==> config.mk <==
export PLATFORM = sky130hd
export DESIGN_NAME = rco_top
export DESIGN_NICKNAME = d
export VERILOG_FILES = /design/src/verilog/rco_pkg.sv /design/src/verilog/rco_wavegen.sv /design/src/verilog/rco_top.sv
export SDC_FILE = /design/constraint.sdc
export NUM_CORES = 1
export LEC_CHECK = 0
export BUFFER_PORTS_ARGS = -buffer_cell sky130_fd_sc_hd__buf_2
export CELL_PAD_IN_SITES_DETAIL_PLACEMENT = 0
export CELL_PAD_IN_SITES_GLOBAL_PLACEMENT = 1
export CORE_ASPECT_RATIO = 2
export CORE_MARGIN = 8
export CORE_UTILIZATION = 40
export DETAILED_ROUTE_END_ITERATION = 12
export PLACE_DENSITY_LB_ADDON = 0.1
export SETUP_SLACK_MARGIN = 0.2
export SLEW_MARGIN = 20
export SYNTH_ARGS = -nofsm -noshare
export SYNTH_HDL_FRONTEND = slang
export SYNTH_SLANG_ARGS = --single-unit
==> constraint.sdc <==
create_clock -name sys_clk -period 6.7 [get_ports sys_clk]
set_clock_uncertainty 0.15 [all_clocks]
set_input_delay 0.67 -clock sys_clk [delete_from_list [all_inputs] [get_ports sys_clk]]
set_output_delay 0.67 -clock sys_clk [all_outputs]
set_load 0.05 [all_outputs]
==> src/verilog/rco_pkg.sv <==
// Package of constants for the reference clock output divider
package rco_pkg;

   // ------------------------------------------------------------
   // Bus geometry
   // ------------------------------------------------------------
   localparam int RCO_ADDR_W = 12;
   localparam int RCO_DATA_W = 32;

   // ------------------------------------------------------------
   // Register byte offsets
   // ------------------------------------------------------------
   localparam logic [11:0] RCO_OFS_CTRL = 12'h000;
   localparam logic [11:0] RCO_OFS_STAT = 12'h004;
   localparam logic [11:0] RCO_OFS_PCNT = 12'h008;

   // ------------------------------------------------------------
   // Control register layout and reset values
   // ------------------------------------------------------------
   localparam int RCO_DIV_W = 3;
   localparam int RCO_DUTY_W = 2;
   localparam int RCO_EN_BIT = 7;
   localparam int RCO_DUTY_LSB = 3;
   localparam int RCO_DIV_LSB = 0;
   localparam logic RCO_EN_RESET = 1'b0;
   localparam logic [1:0] RCO_DUTY_RESET = 2'h2;
   localparam logic [2:0] RCO_DIV_RESET = 3'h0;

   // ------------------------------------------------------------
   // Status register layout
   // ------------------------------------------------------------
   localparam int RCO_ST_RUN_BIT = 0;
   localparam int RCO_ST_LEVEL_BIT = 1;
   localparam int RCO_ST_HOLD_BIT = 2;
   localparam int RCO_ST_LIVE_BIT = 3;

   // ------------------------------------------------------------
   // Duty codes and counter geometry
   // ------------------------------------------------------------
   localparam logic [1:0] RCO_DUTY_0 = 2'h0;
   localparam logic [1:0] RCO_DUTY_25 = 2'h1;
   localparam logic [1:0] RCO_DUTY_50 = 2'h2;
   localparam logic [1:0] RCO_DUTY_75 = 2'h3;
   localparam int RCO_CNT_W = 8;
   localparam int RCO_PCNT_W = 16;
   localparam logic [7:0] RCO_CNT_PARK = 8'hff;

endpackage

==> src/verilog/rco_wavegen.sv <==
// Power-of-two divider and duty shaper for the reference clock
`timescale 1ns/1ps
`default_nettype none
module rco_wavegen
   import rco_pkg::*;
#(
   parameter int CNT_W = rco_pkg::RCO_CNT_W
) (
   input wire logic sys_clk,
   input wire logic rst_n,
   input wire logic run,
   input wire logic hold,
   input wire logic [rco_pkg::RCO_DIV_W-1:0] div_sel,
   input wire logic [rco_pkg::RCO_DUTY_W-1:0] duty_sel,
   output logic wave,
   output logic tick
);
   // ------------------------------------------------------------
   // Period and high time
   // ------------------------------------------------------------
   logic [CNT_W-1:0] cnt;
   wire [CNT_W-1:0] period_len;
   wire [CNT_W-1:0] last_idx;
   wire [CNT_W-1:0] quarter;
   wire [CNT_W-1:0] high_len;
   wire [CNT_W-1:0] next_cnt;
   wire next_wave;

   assign period_len = CNT_W'(1) << div_sel;
   assign last_idx = period_len - CNT_W'(1);
   assign quarter = period_len >> 2;
   // Divide by two has no quarter step, so every nonzero duty becomes half
   assign high_len = (duty_sel == RCO_DUTY_0) ? CNT_W'(0) :
      (div_sel == 3'h1) ? CNT_W'(1) :
      (duty_sel == RCO_DUTY_25) ? quarter :
      (duty_sel == RCO_DUTY_50) ? (period_len >> 1) :
      (period_len - quarter);
   // Parked counter wraps to zero, so each start opens a whole period
   assign next_cnt = (cnt >= last_idx) ? CNT_W'(0) : cnt + CNT_W'(1);
   // Undivided rate ignores the duty field
   assign next_wave = (div_sel == 3'h0) ? 1'b1 :
      (next_cnt < high_len);

   // ------------------------------------------------------------
   // Counter and output flops
   // ------------------------------------------------------------
   always_ff @(posedge sys_clk) begin
      if (!rst_n) begin
         cnt <= CNT_W'(RCO_CNT_PARK);
         wave <= 1'b0;
         tick <= 1'b0;
      end else if (!run) begin
         cnt <= CNT_W'(RCO_CNT_PARK);
         wave <= 1'b0;
         tick <= 1'b0;
      end else if (!hold) begin
         cnt <= next_cnt;
         wave <= next_wave;
         tick <= (next_cnt == CNT_W'(0));
      end
   end
endmodule
`default_nettype wire

==> src/verilog/rco_top.sv <==
// Reference clock output divider with its APB register slave
//
// Notes on behaviour
// - The system clock is the one and only source of the divider.
// - A system clock switch shows on the output with no reconfiguration.
// - The generated clock drives the dedicated reference clock pin.
// - The generated clock is also offered to on-chip users.
// - Start after enable is glitch-free, opening with a whole period.
// - Clearing the enable turns the output off at once.
// - A three-bit field picks division by 1, 2, 4 up to 128.
// - Duty picks 0, 25, 50 or 75 percent high time, ignored when undivided; at divide by 2 any nonzero duty gives 50 percent.
// - Divider and duty stay writable while enabled and act at once.
// - Reset loads the upper duty bit with one, giving 50 percent.
// - In sleep the pin and internal clock keep their present level; the tick stays low.
//
// Implementation choices: the register addresses and the APB register port.
`timescale 1ns/1ps
`default_nettype none
module rco_top
   import rco_pkg::*;
#(
   parameter int CNT_W = rco_pkg::RCO_CNT_W,
   parameter int PCNT_W = rco_pkg::RCO_PCNT_W
) (
   input wire logic sys_clk,
   input wire logic rst_n,
   input wire logic psel,
   input wire logic penable,
   input wire logic pwrite,
   input wire logic [rco_pkg::RCO_ADDR_W-1:0] paddr,
   input wire logic [rco_pkg::RCO_DATA_W-1:0] pwdata,
   input wire logic [3:0] pstrb,
   output logic pready,
   output logic [rco_pkg::RCO_DATA_W-1:0] prdata,
   output logic pslverr,
   input wire logic sleep_req,
   output logic ref_clock_out_pin,
   output logic refclk_internal,
   output logic refclk_tick
);
   import rco_pkg::*;

   typedef enum logic [1:0] {
      RCO_ST_IDLE,
      RCO_ST_RUN,
      RCO_ST_SLEEP
   } rco_state_e;

   // ------------------------------------------------------------
   // Decoding helper
   // ------------------------------------------------------------
   function automatic logic rco_hit(input logic [RCO_ADDR_W-1:0] a,
                                    input logic [RCO_ADDR_W-1:0] ofs);
      rco_hit = (a == ofs);
   endfunction

   // ------------------------------------------------------------
   // Declarations
   // ------------------------------------------------------------
   logic refclk_module_enable;
   logic [RCO_DIV_W-1:0] refclk_divide_select;
   logic [RCO_DUTY_W-1:0] refclk_duty_select;
   logic live_change;
   logic [PCNT_W-1:0] period_count;
   logic sleep_meta;
   logic sleep_sync;
   rco_state_e state;
   rco_state_e next_state;
   logic gen_wave;
   logic gen_tick;

   wire hit_ctrl;
   wire hit_stat;
   wire hit_pcnt;
   wire hit_any;
   wire setup_phase;
   wire wr_commit;
   wire wr_ctrl;
   wire wr_stat;
   wire wr_pcnt;
   wire next_enable;
   wire [RCO_DIV_W-1:0] next_div;
   wire [RCO_DUTY_W-1:0] next_duty;
   wire cfg_touched;
   wire gen_run;
   wire gen_hold;
   wire [RCO_DATA_W-1:0] ctrl_word;
   wire [RCO_DATA_W-1:0] stat_word;
   wire [RCO_DATA_W-1:0] pcnt_word;
   wire [RCO_DATA_W-1:0] read_word;

   // ------------------------------------------------------------
   // Sleep request crossing
   // ------------------------------------------------------------
   // The request is asynchronous; only the second stage is read
   always_ff @(posedge sys_clk) begin
      if (!rst_n) begin
         sleep_meta <= 1'b0;
         sleep_sync <= 1'b0;
      end else begin
         sleep_meta <= sleep_req;
         sleep_sync <= sleep_meta;
      end
   end

   // ------------------------------------------------------------
   // APB decode
   // ------------------------------------------------------------
   assign hit_ctrl = rco_hit(paddr, RCO_OFS_CTRL);
   assign hit_stat = rco_hit(paddr, RCO_OFS_STAT);
   assign hit_pcnt = rco_hit(paddr, RCO_OFS_PCNT);
   assign hit_any = hit_ctrl | hit_stat | hit_pcnt;
   assign setup_phase = psel & ~penable;
   assign wr_commit = psel & penable & pready & pwrite & hit_any;
   assign wr_ctrl = wr_commit & hit_ctrl & pstrb[0];
   assign wr_stat = wr_commit & hit_stat & pstrb[0];
   assign wr_pcnt = wr_commit & hit_pcnt;

   // ------------------------------------------------------------
   // Next control values
   // ------------------------------------------------------------
   // Enable is taken from the write itself, so a clear stops the
   // divider at the same edge that stores the bit
   assign next_enable = wr_ctrl ? pwdata[RCO_EN_BIT] :
      refclk_module_enable;
   assign next_div = wr_ctrl ?
      pwdata[RCO_DIV_LSB +: RCO_DIV_W] : refclk_divide_select;
   assign next_duty = wr_ctrl ?
      pwdata[RCO_DUTY_LSB +: RCO_DUTY_W] : refclk_duty_select;
   // Live edits are allowed but flagged, as they may glitch
   assign cfg_touched = wr_ctrl & refclk_module_enable & next_enable &
      ((next_div != refclk_divide_select) |
       (next_duty != refclk_duty_select));

   // ------------------------------------------------------------
   // Control register
   // ------------------------------------------------------------
   always_ff @(posedge sys_clk) begin
      if (!rst_n) begin
         refclk_module_enable <= RCO_EN_RESET;
         refclk_divide_select <= RCO_DIV_RESET;
         refclk_duty_select <= RCO_DUTY_RESET;
      end else begin
         refclk_module_enable <= next_enable;
         refclk_divide_select <= next_div;
         refclk_duty_select <= next_duty;
      end
   end

   // ------------------------------------------------------------
   // Live change flag, set wins over write-one-to-clear
   // ------------------------------------------------------------
   always_ff @(posedge sys_clk) begin
      if (!rst_n) begin
         live_change <= 1'b0;
      end else if (cfg_touched) begin
         live_change <= 1'b1;
      end else if (wr_stat & pwdata[RCO_ST_LIVE_BIT]) begin
         live_change <= 1'b0;
      end
   end

   // ------------------------------------------------------------
   // Run state
   // ------------------------------------------------------------
   always_comb begin
      next_state = state;
      case (state)
         RCO_ST_IDLE: begin
            if (next_enable) begin
               next_state = sleep_sync ? RCO_ST_SLEEP : RCO_ST_RUN;
            end
         end
         RCO_ST_RUN: begin
            if (!next_enable) begin
               next_state = RCO_ST_IDLE;
            end else if (sleep_sync) begin
               next_state = RCO_ST_SLEEP;
            end
         end
         RCO_ST_SLEEP: begin
            if (!next_enable) begin
               next_state = RCO_ST_IDLE;
            end else if (!sleep_sync) begin
               next_state = RCO_ST_RUN;
            end
         end
         default: begin
            next_state = RCO_ST_IDLE;
         end
      endcase
   end

   always_ff @(posedge sys_clk) begin
      if (!rst_n) begin
         state <= RCO_ST_IDLE;
      end else begin
         state <= next_state;
      end
   end

   // Sleep freezes the divider but a disable still wins
   assign gen_run = next_enable;
   assign gen_hold = sleep_sync;

   // ------------------------------------------------------------
   // Divider and duty shaper
   // ------------------------------------------------------------
   rco_wavegen #(
      .CNT_W(CNT_W)
   ) u_wavegen (
      .sys_clk(sys_clk),
      .rst_n(rst_n),
      .run(gen_run),
      .hold(gen_hold),
      .div_sel(next_div),
      .duty_sel(next_duty),
      .wave(gen_wave),
      .tick(gen_tick)
   );

   // ------------------------------------------------------------
   // Output flops
   // ------------------------------------------------------------
   // Mirroring the shaper costs one cycle of latency; pin and internal
   // copy keep their level while the divider is frozen, the tick is held low
   always_ff @(posedge sys_clk) begin
      if (!rst_n) begin
         ref_clock_out_pin <= 1'b0;
         refclk_internal <= 1'b0;
         refclk_tick <= 1'b0;
      end else begin
         ref_clock_out_pin <= gen_wave;
         refclk_internal <= gen_wave;
         refclk_tick <= gen_tick & ~gen_hold;
      end
   end

   // ------------------------------------------------------------
   // Started period counter
   // ------------------------------------------------------------
   always_ff @(posedge sys_clk) begin
      if (!rst_n) begin
         period_count <= '0;
      end else if (wr_pcnt) begin
         period_count <= '0;
      end else if (gen_tick & ~gen_hold) begin
         period_count <= period_count + PCNT_W'(1);
      end
   end

   // ------------------------------------------------------------
   // Read data
   // ------------------------------------------------------------
   assign ctrl_word = {24'h000000, refclk_module_enable, 2'h0,
                       refclk_duty_select, refclk_divide_select};
   assign stat_word = {28'h0000000, live_change, sleep_sync,
                       ref_clock_out_pin, (state != RCO_ST_IDLE)};
   assign pcnt_word = {{(RCO_DATA_W-PCNT_W){1'b0}}, period_count};
   assign read_word = hit_ctrl ? ctrl_word :
      hit_stat ? stat_word :
      hit_pcnt ? pcnt_word : 32'h00000000;

   // ------------------------------------------------------------
   // APB answer: one access cycle, no waits
   // ------------------------------------------------------------
   always_ff @(posedge sys_clk) begin
      if (!rst_n) begin
         pready <= 1'b0;
         prdata <= 32'h00000000;
         pslverr <= 1'b0;
      end else if (setup_phase) begin
         pready <= 1'b1;
         prdata <= pwrite ? 32'h00000000 : read_word;
         pslverr <= ~hit_any;
      end else begin
         pready <= 1'b0;
         pslverr <= 1'b0;
      end
   end
endmodule
`default_nettype wire

# == Word level (Yosys, flattened, before mapping) ==
# Index checks and enable logic that the tools add are counted.
# totals
register_bits,73
inputBits,54
output_inout_bits,37
wordCells,91
# classes
add_sub_neg,4
order_cmp,2
eq_ne,12
shifts,1
n_mux,23
n_bitwise,22
n_reduce_logical,11
# ops
cell,count
2-to-1 mux 16 bit,4
2-to-1 mux 8 bit,5
"adder 16 x 1 -> 16 bit, second input constant",1
AND 1 bit,15
2-to-1 mux 2 bit,7
"equality test 12 x 3 -> 1 bit, second input constant",1
"equality test 12 x 4 -> 1 bit, second input constant",1
zero test 12 bit,1
"adder 8 x 1 -> 8 bit, second input constant",1
greater-or-equal comparator 8 bit,1
zero test 8 bit,1
< comparator 8 bit,1
"left shift 1 x 3 -> 8 bit, first input constant",1
"subtractor 8 x 1 -> 8 bit, second input constant",1
subtractor 8 x 6 -> 8 bit,1
"inequality test 3 bit, second input constant",2
case mux 2 bit (3 select lines),1
2-to-1 mux 1 bit,5
"equality test 2 x 1 -> 1 bit, second input constant",2
"equality test 2 bit, second input constant",2
zero test 2 bit,2
inverter 1 bit,4
AND reduction 2 bit,2
nonzero test 2 bit,2
other kinds (9),11

# == Longest topological paths before layout ==
# Gate-level depths: netlist of run 1.
# depth
depth_word,15
mapped_depth,24
depth_no_buf,21

# == Modules after synthesis ==
# From an unflattened synthesis of run 1, not the netlist that was laid out.
# hier_totals
cells_unflattened,415
area_unflattened_um2,3637.2
# modules_own_cells
module,instances,cells_per_inst,area_each_um2,seq_area_each_um2
rco_top,1,241,2233.4,940.9
rco_wavegen,1,174,1403.8,200.2

# == Worst setup path after synthesis of run 1 ==
# OpenSTA, ideal clock, no wires.
# synth_timing
path_type,input -> register
from,in paddr[7] (netlist name)
to,reg u_wavegen.wave
setup_ns,0.059
arrival_time_ns,4.947
required_time_ns,6.491
setup_slack_ns,1.544
cell_stages,23
cell_sequence,nor4_2 -> and4_1 -> buf_4 -> nand2_2 -> buf_2 -> a22oi_1 -> nand2b_1 -> ha_1 -> inv_1 -> xnor2_1 -> ha_1 -> o2111ai_1 -> o21ai_0 -> a21o_1 -> clkbuf_1 -> nor2_1 -> ha_1 -> a21o_1 -> a21oi_1 -> o22ai_1 -> or4_1 -> a211oi_1 -> o311a_1
# synth_between
word_cells_on_any_way,28
# synth_rtl
item,line,text
"start, declared",rco_top.sv:30,"input wire logic [rco_pkg::RCO_ADDR_W-1:0] paddr,"
equality test 12 x 3 -> 1 bit or zero test 12 bit (tied branches),rco_top.sv:54,rco_hit = (a == ofs);
OR 1 bit (2 in series),rco_top.sv:112,assign hit_any = hit_ctrl | hit_stat | hit_pcnt;
AND 1 bit,rco_top.sv:114,assign wr_commit = psel & penable & pready & pwrite & hit_any;
AND 1 bit (*) (2 in series),rco_top.sv:115,assign wr_ctrl = wr_commit & hit_ctrl & pstrb[0];
2-to-1 mux 3 bit (*),rco_top.sv:126,assign next_div = wr_ctrl ?
left shift 1 x 3 -> 8 bit (*),rco_wavegen.sv:29,assign period_len = CNT_W'(1) << div_sel;
subtractor 8 x 1 -> 8 bit (*),rco_wavegen.sv:30,assign last_idx = period_len - CNT_W'(1);
greater-or-equal comparator 8 bit (*),rco_wavegen.sv:39,assign next_cnt = (cnt >= last_idx) ? CNT_W'(0) : cnt + CNT_W'(1);
2-to-1 mux 8 bit (*),rco_wavegen.sv:39,
net u_wavegen.next_cnt[2],rco_wavegen.sv:26,wire [CNT_W-1:0] next_cnt;
< comparator 8 bit (*),rco_wavegen.sv:42,(next_cnt < high_len);
2-to-1 mux 1 bit (*),rco_wavegen.sv:41,assign next_wave = (div_sel == 3'h0) ? 1'b1 :
"end signal, assigned",rco_wavegen.sv:58,wave <= next_wave;
"end, declared",rco_wavegen.sv:15,"output logic wave,"
# Mark *: on every way through the listed nets, which the timed path passes. The rest lies on a longest branch.
# A chain may end at the register's enable or synchronous reset.

# == Worst setup path after layout of run 1 ==
# layout_timing
from,in pwrite
to,reg u_wavegen.wave
# layout_between
elab_chain_cells,13
word_cells_on_any_way,24
# layout_rtl
item,line,text
"start, declared",rco_top.sv:29,"input wire logic pwrite,"
AND 1 bit (*) (2 in series),rco_top.sv:114,
AND 1 bit (*) (2 in series),rco_top.sv:115,
"parallel branches: the longest is 9 deep, another holds subtractor 8 x 1 -> 8 bit",n/a,
# Every way passes the cells marked *.

==> results of run 1 <==
through the flow:
step	cells	power, W	hold WS, ps	cell area [um^2]
CTS	687	0.0008818	285.3	4666
floorplan	533	0.0003988	261.8	4146
global route	687	0.0009001	297.1	4666
detailed placement	672	0.0004074	274.0	4350
finish	687	0.0008733	282.1	4666
global placement	672	0.0004067	264.4	4350
critical path, stage by stage:
cell and delay, ps:
buf_2 120, nand4_1 180, nor2_1 520, nand3_1 390, o211ai_1 400, inv_1 90
ha_1 250, fa_1 530, maj3_1 410, mux2i_1 300, xnor2_1 130, a22o_1 240
ha_1 190, a21o_1 170, a21oi_1 150, o22ai_1 130, or4_1 420, a211oi_1 270
o311a_1 200
registers in the layout, indices dropped and copies added (netlist names):
signal                flops
period_count             16
refclk_module_enable      1
u_wavegen.wave            1
refclk_tick               1
u_wavegen.cnt             8
sleep_meta                1
gen_hold                  1
state                     2
live_change               1
refclk_divide_select      3
refclk_duty_select        2
pslverr                   1
u_wavegen.tick            1
pready                    1
prdata                   16
refclk_internal           1
area by class of cell:
cell class / count / area [um^2]
multi-input cells: 406 / 2665
fillers: 1069 / 5354
clock inverters: 2 / 35.03
repair buffers: 56 / 307.8
clock buffers: 13 / 280.3
flip-flops and latches: 57 / 1141
inverters: 18 / 67.56
well taps: 135 / 168.9
placed cells by master (no fill, tap or decap), drive strengths merged, types with 13 or more instances in the layout:
master	synthesis	routed
nand2	34	34
nor2	60	60
nand3	23	23
ha	22	22
conb	2	17
dfxtp	57	57
xor2	18	18
clkbuf	24	13
a21oi	24	24
xnor2	16	16
inv	18	18
buf	28	56
a22oi	15	15
cells in the mapped netlist, types with 10 or more instances:
cell type	number
a21oi_1	24
nand2_1	33
o211ai_1	12
buf_4	18
ha_1	22
nand3_1	23
nor3_1	12
inv_1	15
nor2_1	60
dfxtp_1	57
xnor2_1	16
xor2_1	18
and3_1	10
a22oi_1	15
clkbuf_1	24
worst paths after layout:
check	start	endpoint	cells past startpoint
worst min register to register	sleep_meta	gen_hold	1
worst max-delay path	pwrite	u_wavegen.wave	19
worst min-delay path	sleep_meta	gen_hold	1
worst max register to register	pready	u_wavegen.wave	18
power breakdown:
| group | total [W] | switching (W) | internal (W) |
|---|---|---|---|
| Combinational | 0.0000589 | 0.0000459 | 0.0000130 |
| Clock | 0.000472 | 0.000147 | 0.000325 |
| Sequential | 0.000342 | 0.00000136 | 0.000341 |
layer usage:
| metal | GRT usage (%) | share of wire (%) | up-vias |
|---|---|---|---|
| met5 | 0 | 0 | - |
| met4 | 12.87 | 5.0 | 0 |
| met3 | 1.603 | 2.3 | 35 |
| met2 | 36.57 | 57 | 99 |
| met1 | 18.74 | 36 | 1829 |
| li1 | - | - | 1899 |
logic make-up (layout without fill, tap and decap cells):
family	Yosys count	count (layout)
simple gates	195	195
compound gates	129	129
buf+inv	70	89
flops	57	57
xor+xnor	34	34
fa+ha+maj	24	24
mux	7	7
other cells	2	17
==> flow_summary.ini, run 1 <==
[clock_tree]
cts_inserted_buffers = 9
clk_transition_reported_paths_ps = 50
postCtsResizedCells = 0
cts.htree.levels = 3
hold_buffers = 0
clock_tree_root = clkbuf_16
cts_setup_buffers = 0
clk-insertion-delay-late_ps = 320
cts_tree = done
cts_num_sinks = 57
cts-root-to-sink-buffers = 2

[synth]
syn-instance-count = 518
mean_cell_area_of_the_mapped_netlist_um2 = 7.896
largest_family_of_logic_cells_by_synthesized_area = simple AND/OR/NAND/NOR gates
ys_seq_area_share_pct = 27.90
synth.ff_latch_count = 57
ys.flop_type = dfxtp_1
synth_largest_type_area_fraction_pct = 27.90
synth-simple-area-share_pct = 24.04
synth_compound_area_share_pct = 22.97
share_of_synthesized_flip_flops_with_an_asynchronous_set_or_reset_pct = 0
xor_xnor_portion_of_the_synthesized_cell_area_pct = 7.281
synthTopCellsByArea = dfxtp_1 (28%), ha_1 (6.7%), nor2_1 (5.5%)
synth.mux.area_fraction_pct = 1.835
synth_warnings = 0
synth_edf_count = 0
synthDistinctLibCells = 68
synth_top_area_cell = dfxtp_1
synth_fa_ha_area_share_pct = 7.464
mappedNetlistArea_um2 = 4090

[detailed_routing]
ant_nets = 0
drcViolationCount = 0
vias = 3862
wire_per_inst_um = 19.28
drt_pass1_iterations = 5
routed_via_density = 5.622
totalWireLength_mm = 13.24
detailedRoute.firstIterationViolations = 196

[sta]
grt_setup_unrepaired = no
worst_path_setup_slack_after_routing_ps = 1069
report.final.slew_viol_count = 0
timing.slew.headroom_pct = 44.44
timing.final.crit_period_ps = 5631
finalCritPeriodShare_pct = 84.05
setup_violations = 0
tightestPinTransition_ps = 829.8
tns_ps = 0
fmax_mhz = 177.6
hold_violations = 0

[floorplan]
num_io_pins = 91
design.die.area_um2 = 13910
floorplan.rows = 52
floorplan.core_area_um2 = 10020
dieHeight_um = 159.0
start_util_pct = 40.82
floorplan.die.width_um = 87.51

[setup_path]
critPathMaxFanout = 8
reg2reg_setup_slack_ps = 1200
class_of_the_most_critical_setup_path = in2reg
critical_path_source_type = input pin
worst_ep_arrival_time_ps = 5740
worst_setup_path_end_kind = flip-flop
req_time_crit_path_ps = 6810

[global_route]
largest_net_degree_at_the_start_of_global_routing = 23
grt_antenna_before_repair = 0
grtUsageTotal_pct = 19.37
globalRouteOverflowTotal = 0
global_route_wire_length_before_repair_mm = 20.71
grt_pass1_vias = 3847

[worst_hold_path]
hold_path_class = reg2reg

[status]
run_status = finished clean

[layout]
design.final.nets = 625
utilization_pct = 46.57
insertedDiodeCount = 0
areaGrowthSynthToFinish_pct = 14.07
post_route_cells_drive_above_1_share_pct = 15.22

[pwr]
leakage_nw = 1.957
pwr_density_cell_nw_per_um2 = 187.2
vdd_ir_drop_max_v = 0.0001838

[job]
number_of_max_cap_violations = 0

[placed_design]
detailed_place_hpwl_mm = 10.49
dpl_worst_slack_ps = 878.8
place.port_buffers = 45
place.gp.congestion = 0.9755
Power figures use the tool's default switching activity.
==> run 2, diff against run 1 <==
- ABC_AREA: unset -> 1
- CORE_UTILIZATION: 40 -> 35
- clock period: 6.7 -> 4.5 ns (I/O delays scaled with it)
==> flow_summary.ini, run 2 <==
[synth]
share_of_synthesized_flip_flops_with_an_asynchronous_set_or_reset_pct = 0
synth.ff_latch_count = 57
synthTopCellsByArea = dfxtp_1 (30%), nand2_1 (11%), inv_1 (7.4%)
largest_family_of_logic_cells_by_synthesized_area = simple AND/OR/NAND/NOR gates
synth.mux.area_fraction_pct = 0
mappedNetlistArea_um2 = 3767
synthDistinctLibCells = 49
synth_compound_area_share_pct = 13.55
synth_top_area_cell = dfxtp_1
synth_edf_count = 0
synth_warnings = 0
syn-instance-count = 524
synth_largest_type_area_fraction_pct = 30.29
post-synth-top-count-cell = nand2_1
synth-simple-area-share_pct = 32.88
mean_cell_area_of_the_mapped_netlist_um2 = 7.190
netlist_top_cells_count = nand2_1 (112), inv_1 (74), dfxtp_1 (57)
ys.flop_type = dfxtp_1
ys_seq_area_share_pct = 30.29
xor_xnor_portion_of_the_synthesized_cell_area_pct = 3.022
synth_fa_ha_area_share_pct = 7.838

[detailed_routing]
ant_nets = 0
drt_pass1_iterations = 4
wire_per_inst_um = 14.68
routed_via_density = 4.713
vias = 3516
drcViolationCount = 0
detailedRoute.firstIterationViolations = 92
totalWireLength_mm = 10.96

[placed_design]
place.port_buffers = 45
place.gp.congestion = 0.8162
placed_cell_area_um2 = 4288
detailed_place_hpwl_mm = 9.184

[setup_path]
reg2reg_setup_slack_ps = 510
slowest_delay_ps = 280
req_time_crit_path_ps = 4610
worst_ep_arrival_time_ps = 4110
critical_path_source_type = input pin
worst_setup_path_end_kind = flip-flop
class_of_the_most_critical_setup_path = in2reg
critical-path-slowest-cell = ha_1
crit_reg_reg_startpoint = pready
critPathMaxFanout = 6
worst_r2r_path_depth = 26
r2r_end = u_wavegen.wave

[floorplan]
floorplan.core_area_um2 = 10480
start_util_pct = 35.96
floorplan.rows = 53
design.die.area_um2 = 14540
floorplan.die.width_um = 89.36
dieHeight_um = 162.7
num_io_pins = 91

[clock_tree]
clk-insertion-delay-late_ps = 330
cts.htree.levels = 3
clk_transition_reported_paths_ps = 50
clock_tree_root = clkbuf_16
cts_inserted_buffers = 9
cts_num_sinks = 57
cts_tree = done
cts-root-to-sink-buffers = 2

[global_route]
largest_net_degree_at_the_start_of_global_routing = 24
global_route_wire_length_before_repair_mm = 17.36
grt_pass1_vias = 3615
globalRouteOverflowTotal = 0
grtUsageTotal_pct = 15.88
grt_antenna_before_repair = 0

[layout]
design.final.nets = 682
utilization_pct = 44.57
layout_common_cells = nand2_1 (109), inv_1 (73), dfxtp_1 (57), nor2_1 (47), buf_2 (45)
biggestRegsByFlops = period_count: 16 flops, prdata: 16 flops, u_wavegen.cnt: 8 flops
final_common_cell = nand2_1
areaGrowthSynthToFinish_pct = 23.95
layout.filler_cells = 1144
post_route_cells_drive_above_1_share_pct = 24.79
insertedDiodeCount = 0
post-route-cell-area_um2 = 4669

[sta]
finalCritPeriodShare_pct = 88.79
fmax_mhz = 250.3
grt_setup_unrepaired = no
setup_violations = 0
tightestPinTransition_ps = 765.7
hold_violations = 0
timing.final.crit_period_ps = 3996
report.final.slew_viol_count = 0
tns_ps = 0
timing.slew.headroom_pct = 48.77

[pwr]
leakage_nw = 2.227
pwr_density_cell_nw_per_um2 = 277.3
vdd_ir_drop_max_v = 0.0002096

[worst_hold_path]
holdPathStages = 3
holdCritStartpoint = sleep_req
worst_hold_path.endpoint = sleep_meta
hold_path_class = in2reg

[job]
number_of_max_cap_violations = 0

[status]
run_status = finished clean
## run 2: cell types whose count changed after synthesis, moves of 11 or more
cell      delta
a22oi_1     -11
inv_1       +59
a21oi_1     +20
nand2_1     +79
nor2_1      -11
xnor2_1     -13
clkbuf_1    -20
## run 2: per-stage QoR
step / power [W] / cells / hold slack, ps / setup WS, ps
after floorplan: 0.0005779 / 539 / 240.0 / 389.4
after global placement: 0.0005907 / 728 / 253.9 / 134.1
after detailed placement: 0.0005909 / 728 / 252.6 / 80.14
after CTS: 0.001313 / 743 / 146.2 / 393.7
after global routing: 0.001335 / 746 / 167.2 / 197.5
final: 0.001295 / 746 / 158.2 / 504.5
## run 2: cells by family after synthesis
kind of cell	Yosys count
AOI/OAI and AO/OA	87
xor gates and xnor gates	13
adders and majority gates	23
buffers and inverters	104
DFF	57
other	2
and+or+nand+nor	238
## run 2: per-layer routing
layer	track usage [%]	vias to the layer above	share of wire, %	routed length [um]
met2	32.87	48	62	6741
met3	2.123	22	2.5	270
met5	0	-	0	0
met4	8.467	0	3.4	374
li1	-	1834	-	-
met1	13.18	1612	33	3568
## run 2: what timing repair did
action / in CTS / in global routing
resized for setup: 0 / 15
endpoints found under the setup margin: 0 / 1
buffers inserted: 0 / 3
hold buffers: 0 / 0
## run 2: final cells by class
cell class              count  area, um^2  area share [%]
inverters                  83       317.8           6.806
well taps                 137       171.4           3.671
multi-input cells         378        2271           48.63
flip-flops and latches     57        1141           24.44
repair buffers             76       457.9           9.807
clock buffers              10       229.0           4.904
clock inverters             5       81.33           1.742
## run 2: power breakdown
group,switching (W),leakage (nW),internal [W]
Sequential,0.000000721,0.460,0.000507
Combinational,0.0000591,1.62,0.0000153
Clock,0.000232,0.149,0.000481
Total,0.000292,2.23,0.00100
## run 2: how the worst max path moves through the flow
stage	startpoint	endpoint	slack, ps	depth (start not counted)
final	paddr[1]	u_wavegen.wave	500	26
after global routing	pready	u_wavegen.wave	200	25
after CTS	pready	u_wavegen.wave	390	28
after detailed placement	paddr[1]	u_wavegen.wave	80	30
after global placement	paddr[1]	u_wavegen.wave	130	30
after floorplan	pready	u_wavegen.wave	390	23
## run 2: critical path: cells and delay by family
family,cells,cell delay [ps]
buffers and inverters,3,420
xor gates and xnor gates,1,220
adders and majority gates,3,700
AOI/OAI and AO/OA,5,690
and+or+nand+nor,14,1600
==> run 3, diff against run 2 <==
- CORE_ASPECT_RATIO: 2 -> 0.75
- RECOVER_POWER: unset -> 50
==> flow_summary.ini, run 3 (same netlist as run 2, synthesis figures left out) <==
[detailed_routing]
ant_nets = 0
drcViolationCount = 0
vias = 3417
detailedRoute.firstIterationViolations = 165
totalWireLength_mm = 10.12
routed_via_density = 4.624
wire_per_inst_um = 13.69
drt_pass1_iterations = 4

[placed_design]
place.gp.congestion = 0.7989
place.port_buffers = 45
detailed_place_hpwl_mm = 8.145

[global_route]
global_route_wire_length_before_repair_mm = 16.56
global_route.usage.met1_pct = 21.63
globalRouteOverflowTotal = 0
grtUsageTotal_pct = 14.39
grt_pass1_vias = 3311
grt.met3_usage_pct = 3.843
largest_net_degree_at_the_start_of_global_routing = 24
use_met2_pct = 19.62
grt_antenna_before_repair = 0
grt-busiest-layer = met1

[sta]
tightestPinTransition_ps = 795.9
timing.slew.headroom_pct = 46.74
finalCritPeriodShare_pct = 88.26
report.final.slew_viol_count = 0
fin_hold_ws_ps = 152.6
fmax_mhz = 251.8
grt_setup_unrepaired = no
setup_violations = 0
hold_violations = 0
timing.final.crit_period_ps = 3972
tns_ps = 0

[clock_tree]
cts.htree.levels = 3
clk-insertion-delay-late_ps = 320
cts_tree = done
clock_tree_root = clkbuf_16
cts_num_sinks = 57
cts_inserted_buffers = 9
clk_transition_reported_paths_ps = 50
cts-root-to-sink-buffers = 2

[pwr]
leakage_nw = 2.084
finalPower_w = 0.001280
vdd_ir_drop_max_v = 0.0001561
pwr_density_cell_nw_per_um2 = 278.7

[setup_path]
class_of_the_most_critical_setup_path = reg2reg
worst_ep_arrival_time_ps = 4080
critical-path-slowest-cell = dfxtp_1
worst_setup_path_end_kind = flip-flop
slowest_delay_ps = 340
cp_top_family = simple AND/OR/NAND/NOR gates
startpoint = pready
crit_reg_reg_startpoint = pready
timing.critical_path.buf_inv = 3
timing.critical_path.cells = nand4_1 -> buf_4 -> nor2_4 -> nand4_1 -> o21ai_4 -> nand2_2 -> nor2_4 -> inv_2 -> nand4_1 -> xor2_1 -> ha_1 -> nand2_2 -> nor2_2 -> a21boi_1 -> nor2_1 -> nand2_2 -> nor3b_2 -> buf_4 -> ha_1 -> a21oi_1 -> nor2_1 -> a211oi_2 -> nand2_1 -> a21oi_2
critPathMaxFanout = 8
critical_path_source_type = flip-flop
req_time_crit_path_ps = 4610

[layout]
design.final.nets = 675
areaGrowthSynthToFinish_pct = 21.92
biggestRegsByFlops = period_count: 16 flops, prdata: 16 flops, u_wavegen.cnt: 8 flops
layout_common_cells = nand2_1 (110), inv_1 (74), dfxtp_1 (57), nor2_1 (44), a21oi_1 (43)
multi_input_area_um2 = 2277
final_common_cell = nand2_1
final-seq-area_um2 = 1141
insertedDiodeCount = 0
layout.filler_cells = 1078
post_route_cells_drive_above_1_share_pct = 19.73

[status]
run_status = finished clean

[floorplan]
floorplan.die.width_um = 135.8
num_io_pins = 91
design.die.area_um2 = 14370
floorplan.core_area_um2 = 10370
floorplan.rows = 32
start_util_pct = 36.33
dieHeight_um = 105.9

[job]
number_of_max_cap_violations = 0

[worst_hold_path]
holdCritStartpoint = sleep_req
hold_path_class = in2reg
[run 3: cell types whose count changed in the layout (fill, tap and decap cells not counted), sizes merged]
cell,delta
bufinv,-1
clkinv,-1
buf,-30
clkinvlp,-1
clkbuf,+27
[run 3: layer usage]
layer / routed length, um / vias up / part of all wire, %
li1: - / 1820 / -
met1: 5742 / 1532 / 57
met2: 3948 / 61 / 39
met3: 373 / 4 / 3.7
met4: 53 / 0 / 0.52
met5: 0 / - / 0
[run 3: timing repair]
action / in CTS / in global routing
gates resized for setup: 0 / 18
endpoints found under the hold margin: 0 / 0
endpoints found under the setup margin: 0 / 1
hold buffers: 0 / 0
buffers inserted: 0 / 5
[run 3: worst paths after layout]
path	endpoint	slack (ps)	depth (start not counted)
worst min register to register	gen_hold	260	2
worst max-delay path	u_wavegen.wave	530	24
worst max register to register	u_wavegen.wave	530	24
worst min-delay path	sleep_meta	150	3
[run 3: cell type report]
class	instances	area share, %
Clock buffer	14	5.966
Clock inverter	2	0.7627
Inverter	83	6.919
Multi-Input combinational cell	378	49.58
Sequential cell	57	24.84
Tap cell	136	3.705
Timing Repair Buffer	69	8.227
[run 3: per-stage QoR]
stage | setup WS, ps | utilization (%) | std cells | area, um^2
2_1_floorplan | 389.4 | - | 539 | 3824
3_3_place_gp | 167.5 | 40.69 | 718 | 4219
6_report | 528.4 | 44.29 | 739 | 4593
3_5_place_dp | 157.6 | 40.69 | 718 | 4219
4_1_cts | 441.6 | 43.67 | 734 | 4528
5_1_grt | 159.6 | 44.29 | 739 | 4593
[run 3: tightest hold or removal path, cell delays in order]
cell,delay [ps]
buf_2,70
nand2_1,40
inv_1,40
[run 3: report_power, final]
part	switching [W]	leakage (nW)	internal, W
clock network	0.000226	0.153	0.000473
logic	0.0000597	1.47	0.0000142
registers	0.000000749	0.460	0.000507
total	0.000286	2.08	0.000994
